**config.mk**
```make
export PLATFORM = sky130hd
export DESIGN_NAME = agsu_top
export DESIGN_NICKNAME = d
export VERILOG_FILES = /design/src/core/agsu_pkg.sv /design/src/core/agsu_top.sv
export SDC_FILE = /design/constraint.sdc
export NUM_CORES = 1
export LEC_CHECK = 0
export BUFFER_PORTS_ARGS = -buffer_cell sky130_fd_sc_hd__buf_2
export CAP_MARGIN = 20
export CORE_UTILIZATION = 30
export CTS_BUF_LIST = sky130_fd_sc_hd__clkbuf_8
export DETAILED_ROUTE_END_ITERATION = 8
export MAX_ROUTING_LAYER = met4
export PLACE_DENSITY_LB_ADDON = 0.25
export SYNTH_ARGS = -nofsm -noshare
export SYNTH_HDL_FRONTEND = slang
export SYNTH_SLANG_ARGS = --single-unit
export TNS_END_PERCENT = 20
```
**constraint.sdc**
```tcl
create_clock -name core_clk_in -period 6.2 [get_ports core_clk_in]
set_clock_uncertainty 0.1 [all_clocks]
set_input_delay 1.24 -clock core_clk_in [delete_from_list [all_inputs] [get_ports core_clk_in]]
set_output_delay 1.24 -clock core_clk_in [all_outputs]
set_load 0.01 [all_outputs]
```
**src/core/agsu_pkg.sv**
```systemverilog
// Purpose: shared constants for the address-line gate and cpu reset speed-up logic
// Assumes: 200 MHz core clock, byte-wide host and configuration accesses
// Notes:   pulse timing counts are derived from the printed times
`default_nettype none

package agsu_pkg;

  // configuration byte and host port decode
  localparam logic [7:0] CFG_INDEX       = 8'hf0;
  localparam logic [7:0] CFG_RESET       = 8'h00;
  localparam int         CFG_P92_BIT     = 2;
  localparam int         CFG_GATE_BIT    = 1;
  localparam int         CFG_RST_BIT     = 0;

  // fast system control port
  localparam logic [7:0] P92_ADDR        = 8'h92;
  localparam logic [7:0] P92_RESET       = 8'h24;
  localparam logic [7:0] P92_FIXED       = 8'h24;
  localparam int         P92_A20_BIT     = 1;
  localparam int         P92_RST_BIT     = 0;

  // commands and data fields
  localparam logic [7:0] CMD_GATE        = 8'hd1;
  localparam logic [7:0] CMD_NOP         = 8'hff;
  localparam logic [7:0] CMD_PULSE       = 8'hfe;
  localparam int         DATA_GATE_BIT   = 1;
  localparam int         DATA_RST_BIT    = 0;

  // reset pulse timing
  localparam int         CLK_PERIOD_PS   = 5000;
  localparam int         DELAY_NS        = 14000;
  localparam int         WIDTH_NS        = 6000;
  localparam int         DELAY_CYC       = (DELAY_NS * 1000 + CLK_PERIOD_PS - 1) / CLK_PERIOD_PS;
  localparam int         WIDTH_CYC       = (WIDTH_NS * 1000 + CLK_PERIOD_PS - 1) / CLK_PERIOD_PS;
  localparam int         TMR_W           = 13;

  typedef enum logic {
    AGSU_IDLE,
    AGSU_GOT_CMD
  } agsu_state_e;

endpackage : agsu_pkg

`default_nettype wire

```
**src/core/agsu_top.sv**
```systemverilog
// Purpose: hardware speed-up of the address-line gate and cpu reset for the keyboard host port
// Assumes: all inputs synchronous to core_clk_in; one host access per strobe cycle
// Notes:   pins float after reset until the configuration byte is first written
`default_nettype none

module agsu_top (
  input  wire logic       core_clk_in,
  input  wire logic       rst_n_in,
  input  wire logic       host_wr_in,
  input  wire logic       host_rd_in,
  input  wire logic       kbd_cs_in,
  input  wire logic       p92_cs_in,
  input  wire logic       port_select_addr_bit_in,
  input  wire logic [7:0] host_data_in,
  output logic      [7:0] host_rdata_out,
  input  wire logic       cfg_wr_in,
  input  wire logic [7:0] cfg_index_in,
  input  wire logic [7:0] cfg_data_in,
  output logic      [7:0] cfg_rdata_out,
  input  wire logic       fw_gate_in,
  input  wire logic       fw_reset_n_in,
  input  wire logic       fw_obf_in,
  input  wire logic       fw_ibf_clr_in,
  input  wire logic       gpio_polarity_in,
  output logic            fw_wr_out,
  output logic            fw_is_cmd_out,
  output logic      [7:0] fw_data_out,
  output logic            input_buffer_full_flag_out,
  output logic            output_full_pin_out,
  output logic            addr_line_mask_gate_out,
  output logic            addr_line_mask_gate_oe_n_out,
  output logic            cpu_reset_out,
  output logic            cpu_reset_oe_n_out
);

  typedef struct packed {
    agsu_pkg::agsu_state_e           st;
    logic [7:0]                      cfg;
    logic                            p92_a20;
    logic                            p92_rst;
    logic                            gate_latch;
    logic                            rst_latch;
    logic [agsu_pkg::TMR_W-1:0]      kbd_cnt;
    logic [agsu_pkg::TMR_W-1:0]      p92_cnt;
    logic                            input_buffer_full_flag;
    logic                            drive_en;
    logic                            fwd_wr;
    logic                            fwd_cmd;
    logic [7:0]                      fwd_data;
    logic [7:0]                      host_rdata;
    logic [7:0]                      cfg_rdata;
    logic                            gate;
    logic                            rst;
    logic                            obf;
  } agsu_state_s;

  localparam logic [agsu_pkg::TMR_W-1:0] DLY = agsu_pkg::TMR_W'(agsu_pkg::DELAY_CYC);
  localparam logic [agsu_pkg::TMR_W-1:0] END = agsu_pkg::TMR_W'(agsu_pkg::DELAY_CYC + agsu_pkg::WIDTH_CYC);
  localparam logic [agsu_pkg::TMR_W-1:0] ONE = agsu_pkg::TMR_W'(1);

  function automatic logic [agsu_pkg::TMR_W-1:0] agsu_tick(input logic [agsu_pkg::TMR_W-1:0] cnt);
    if (cnt == '0 || cnt == END) begin
      agsu_tick = '0;
    end else begin
      agsu_tick = cnt + ONE;
    end
  endfunction : agsu_tick

  // low only inside the pulse window, after the full delay
  function automatic logic agsu_pulse_n(input logic [agsu_pkg::TMR_W-1:0] cnt);
    agsu_pulse_n = !(cnt > DLY);
  endfunction : agsu_pulse_n

  agsu_state_s cur;
  agsu_state_s next_cur;

  logic kbd_wr;
  logic is_cmd;
  logic p92_en;
  logic hw_rst_n;
  logic sel_rst_n;
  logic sel_gate;
  logic ibf_set;

  always_comb begin
    next_cur        = cur;
    next_cur.fwd_wr = 1'b0;
    ibf_set         = 1'b0;
    kbd_wr          = host_wr_in && kbd_cs_in;
    // address bit splits command from data
    is_cmd          = port_select_addr_bit_in;
    p92_en          = cur.cfg[agsu_pkg::CFG_P92_BIT];

    if (cfg_wr_in && cfg_index_in == agsu_pkg::CFG_INDEX) begin
      next_cur.cfg      = cfg_data_in;
      next_cur.drive_en = 1'b1;
    end
    if (cfg_index_in == agsu_pkg::CFG_INDEX) begin
      next_cur.cfg_rdata = cur.cfg;
    end else begin
      next_cur.cfg_rdata = 8'h00;
    end

    if (kbd_wr && is_cmd) begin
      if (host_data_in == agsu_pkg::CMD_NOP) begin
        next_cur.st = cur.st;
      end else if (host_data_in == agsu_pkg::CMD_GATE && cur.cfg[agsu_pkg::CFG_GATE_BIT]) begin
        next_cur.st = agsu_pkg::AGSU_GOT_CMD;
      end else if (cur.st == agsu_pkg::AGSU_GOT_CMD) begin
        ibf_set     = 1'b1;
        next_cur.st = agsu_pkg::AGSU_IDLE;
      end else if (host_data_in == agsu_pkg::CMD_PULSE && cur.cfg[agsu_pkg::CFG_RST_BIT]) begin
        if (cur.kbd_cnt == '0) begin
          next_cur.kbd_cnt = ONE;
        end
      end else begin
        ibf_set           = 1'b1;
        next_cur.fwd_wr   = 1'b1;
        next_cur.fwd_cmd  = 1'b1;
        next_cur.fwd_data = host_data_in;
      end
    end else if (kbd_wr) begin
      if (cur.st == agsu_pkg::AGSU_GOT_CMD) begin
        // gate latch from data bit 1
        next_cur.gate_latch = host_data_in[agsu_pkg::DATA_GATE_BIT];
        // reset latch from data bit 0
        next_cur.rst_latch  = host_data_in[agsu_pkg::DATA_RST_BIT];
        next_cur.st         = agsu_pkg::AGSU_IDLE;
      end else begin
        // extra data reaches firmware and sets flag
        ibf_set           = 1'b1;
        next_cur.fwd_wr   = 1'b1;
        next_cur.fwd_cmd  = 1'b0;
        next_cur.fwd_data = host_data_in;
      end
    end

    // set wins over a firmware clear in the same cycle
    if (ibf_set) begin
      next_cur.input_buffer_full_flag = 1'b1;
    end else if (fw_ibf_clr_in) begin
      next_cur.input_buffer_full_flag = 1'b0;
    end

    next_cur.host_rdata = 8'h00;
    if (p92_cs_in && p92_en) begin
      if (host_wr_in) begin
        next_cur.p92_a20 = host_data_in[agsu_pkg::P92_A20_BIT];
        next_cur.p92_rst = host_data_in[agsu_pkg::P92_RST_BIT];
        // rising bit 0 starts the fast pulse
        if (host_data_in[agsu_pkg::P92_RST_BIT] && !cur.p92_rst && cur.p92_cnt == '0) begin
          next_cur.p92_cnt = ONE;
        end
      end
      if (host_rd_in) begin
        next_cur.host_rdata = agsu_pkg::P92_FIXED | {6'h00, cur.p92_a20, cur.p92_rst};
      end
    end

    // timers advance unless just started above
    if (cur.kbd_cnt != '0) begin
      next_cur.kbd_cnt = agsu_tick(cur.kbd_cnt);
    end
    if (cur.p92_cnt != '0) begin
      next_cur.p92_cnt = agsu_tick(cur.p92_cnt);
    end

    // data bit 0 also gates the speed-up reset level
    hw_rst_n = agsu_pulse_n(cur.kbd_cnt) && cur.rst_latch;
    sel_rst_n = cur.cfg[agsu_pkg::CFG_RST_BIT] ? hw_rst_n : fw_reset_n_in;
    sel_gate = cur.cfg[agsu_pkg::CFG_GATE_BIT] ? cur.gate_latch : fw_gate_in;
    // merge with fast port when enabled
    if (p92_en) begin
      sel_rst_n = sel_rst_n && agsu_pulse_n(cur.p92_cnt);
      sel_gate  = sel_gate || cur.p92_a20;
    end
    next_cur.gate = sel_gate ^ gpio_polarity_in;
    next_cur.rst  = sel_rst_n ^ gpio_polarity_in;
    // output-full pin masked during a handled pair
    next_cur.obf  = fw_obf_in && (cur.st == agsu_pkg::AGSU_IDLE);
  end

  always_ff @(posedge core_clk_in) begin
    if (!rst_n_in) begin
      cur            <= '0;
      cur.st         <= agsu_pkg::AGSU_IDLE;
      cur.cfg        <= agsu_pkg::CFG_RESET;
      cur.p92_a20    <= agsu_pkg::P92_RESET[agsu_pkg::P92_A20_BIT];
      cur.p92_rst    <= agsu_pkg::P92_RESET[agsu_pkg::P92_RST_BIT];
      cur.rst_latch  <= 1'b1;
      cur.rst        <= 1'b1;
    end else begin
      cur <= next_cur;
    end
  end

  assign host_rdata_out               = cur.host_rdata;
  assign cfg_rdata_out                = cur.cfg_rdata;
  assign fw_wr_out                    = cur.fwd_wr;
  assign fw_is_cmd_out                = cur.fwd_cmd;
  assign fw_data_out                  = cur.fwd_data;
  assign input_buffer_full_flag_out   = cur.input_buffer_full_flag;
  assign output_full_pin_out          = cur.obf;
  assign addr_line_mask_gate_out      = cur.gate;
  assign cpu_reset_out                = cur.rst;
  assign addr_line_mask_gate_oe_n_out = !cur.drive_en;
  assign cpu_reset_oe_n_out           = !cur.drive_en;
endmodule : agsu_top

`default_nettype wire

```
==> reports/results.txt <==
DRT Pass-1 Iters = 4
Area leader, netlist = dfxtp_1
CP Depth = 6
Cells along the critical path = buf_2, or4_1, nor2_1, nand2_1, mux2i_1, nor2b_1
PD cells = 245 mW/mm^2
Hold Fails Final Rpt = 0
Crit-path slowest cell = or4_1
Cell with the most instances after synthesis = dfxtp_1
Pins Over Slew Limit = 0
DR vias = 2377
Share of layout cells above drive strength 1 = 25.1%
Final Net Count = 423
Complex-gate fraction of the synthesized area = 8.06%
DRT iter0 DRCs = 63
Simple-gate portion of the synthesized area = 26.2%
Synth Warn # = 0
Clk buf depth = 2
Antenna diode count = 0
Pleak = 1.54 nW
Mean Syn Cell Area = 9.12 sq um
WP data required = 6340 ps
R2R cell count = 7
Post-synth cell types = 56
Worst Setup End Kind = flip-flop
Die X = 103 um
GPL Wtd Cong = 0.776
Hold Path Depth = 2
DR DRC count = 0
Io pins = 69
Row Count = 36
Initial antenna violation count = 0
Vias in the first global route = 2157
Multiplexer share of the synthesized area = 6.96%
WP buf/inv = 1
Final worst path period share = 45.7%
Die Ht = 103 um
Hold buffer count at cts = 0
Fmax = 0.353 GHz
Pwr Total = 868 uW
Worst-margin pin slew = 862 ps
CP startpoint = cfg_index_in[1]
Initial Utilization = 31.1%
CP Launch Type = primary input
# H-tree levels = 3
Clock Pin Slew Worst Setup and Hold Paths = 80 ps
Critical path class = in -> reg
Synthesized area = 0.00306 sq mm
Pin count of the biggest net entering global routing = 55
Mapped Cells = 335
RSZ-0062 raised after global routing = no
Min Tclk post-route = 2830 ps
Post-synthesis register bit count = 65
Critical path peak fanout = 9
Post-CTS setup buffer count = 0
Filler Cells Inserted = 1044
Clock Tree Root = clkbuf_8
Wire per inst = 11.8 um
R2R Path Start = cur[44]
Tot GR Track Use = 12.7%
Main combinational cell family by area after synthesis = simple AND/OR/NAND/NOR gates
Register area share after synthesis = 42.6%
Core Area = 0.00982 sq mm
Gates resized, CTS repair = 0
Global-route wire length before repair = 10.0 mm
Clock buffer count from CTS = 9
Area grow syn2layout = 15.8%
Number of flops mapped to enable cells by yosys = 0
Worst stage delay on the critical path = 500 ps
Top-area cell type share of the netlist area = 42.6%
Xor/xnor share of the synthesized area = 6.02%
Synth Area in Adders = 1.64%
Worst setup endpoint = cur[64]
Critical path arrival = 2970 ps
PortBufs = 64
Post-DP HPWL = 4.47 mm
CP delay by family, top = simple AND/OR/NAND/NOR gates
Via density = 4.57
Status = complete, no violations
Worst skew pair latency = 340 ps
Top cells by count, synth = dfxtp_1, nand2_1, nor2_1
Ys flop type = dfxtp_1
Top cells by area, synth = dfxtp_1, mux2i_1, buf_4
Total die area = 0.0106 sq mm
Maximum Capacitance Violations = 0
FF-to-FF setup slack = 3890 ps
Antenna viol nets, final = 0
GR Overflow Total = 0
Final Setup Violations = 0
R2r endpoint = cur[52]
Max_slew headroom = 42.6%
CTS tree = done
Ys async rst share = 0%
CTS Sinks = 65
Fin Setup TNS = 0 ps
Worst min path class = reg -> reg
Maximum vdd drop = 107 uV
Routed wire length = 6.15 mm
-- cells in the final DEF, fill, tap and decap left out, types with 9 or more instances in the layout --
cell,Yosys,layout
dfxtp_1,65,65
buf_2,1,64
nand2_1,35,35
nor2_1,33,33
mux2i_1,19,19
nor2b_1,15,15
xnor2_1,14,14
and3_1,12,12
nand3_1,10,10
inv_1,9,9
clkbuf_8,1,9
-- where the power goes --
group / switching [mW] / internal, mW
logic: 0.0367 / 0.0310
clock network: 0.180 / 0.190
registers: 0.00515 / 0.425
-- worst register-to-register path: stages (launching register included) --
cell,delay (ps)
dfxtp_1,340
inv_1,120
ha_1,150
or3b_1,380
or4_4,450
o21ai_4,210
a21boi_4,350
o21ai_2,90
-- metrics by stage --
stage                     instances  setup WS (ps)  instance area (sq um)  hold slack (ps)  util, %
after global placement          503           2980                   3330              342     33.9
after detailed placement        503           2970                   3330              351     33.9
after global routing            520           3210                   3540              379     36.0
final                           520           3370                   3540              357     36.0
after CTS                       519           3350                   3530              362     36.0
after floorplan                 338           3410                   3070              335        -
-- layout make-up --
cell class | count | area [sq um] | area share (%)
Sequential cell | 65 | 1300 | 36.8
Clock inverter | 7 | 77.6 | 2.19
Inverter | 9 | 33.8 | 0.955
Tap cell | 133 | 166 | 4.70
Clock buffer | 9 | 124 | 3.50
Timing Repair Buffer | 65 | 328 | 9.26
Multi-Input combinational cell | 232 | 1510 | 42.6
-- registers in the layout, summed over array words and instances (netlist names) --
name / count
cfg_rdata_out: 8
input_buffer_full_flag_out: 1
cpu_reset_out: 1
cur: 40
fw_data_out: 8
fw_wr_out: 1
host_rdata_out: 3
fw_is_cmd_out: 1
addr_line_mask_gate_out: 1
output_full_pin_out: 1
-- layer usage --
layer	vias to the layer above	wire, um	track usage, %
li1	1226	-	-
met1	1093	3080	15.7
met2	51	2710	19.3
met3	7	267	2.64
met4	0	97	6.83
met5	-	0	-
-- worst min-delay path by stage --
stage | from | endpoint | slack, ps
CTS | fw_data_out[0] | fw_data_out[0] | 360
finish | fw_data_out[0] | fw_data_out[0] | 360
global route | fw_data_out[5] | fw_data_out[5] | 380
floorplan | fw_data_out[0] | fw_data_out[0] | 340
global placement | fw_data_out[0] | fw_data_out[0] | 340
detailed placement | fw_data_out[0] | fw_data_out[0] | 350
-- kinds of logic (layout without fill, tap and decap cells) --
logic type               Yosys count  count (layout)
flip-flops                        65              65
multiplexers                      21              21
buffers and inverters             41              90
adder cells (fa/ha/maj)            4               4
AO/OA/AOI/OAI                     31              31
XOR/XNOR                          21              21
other                              1               4
AND/OR/NAND/NOR                  151             151
Power figures use the tool's default switching activity.
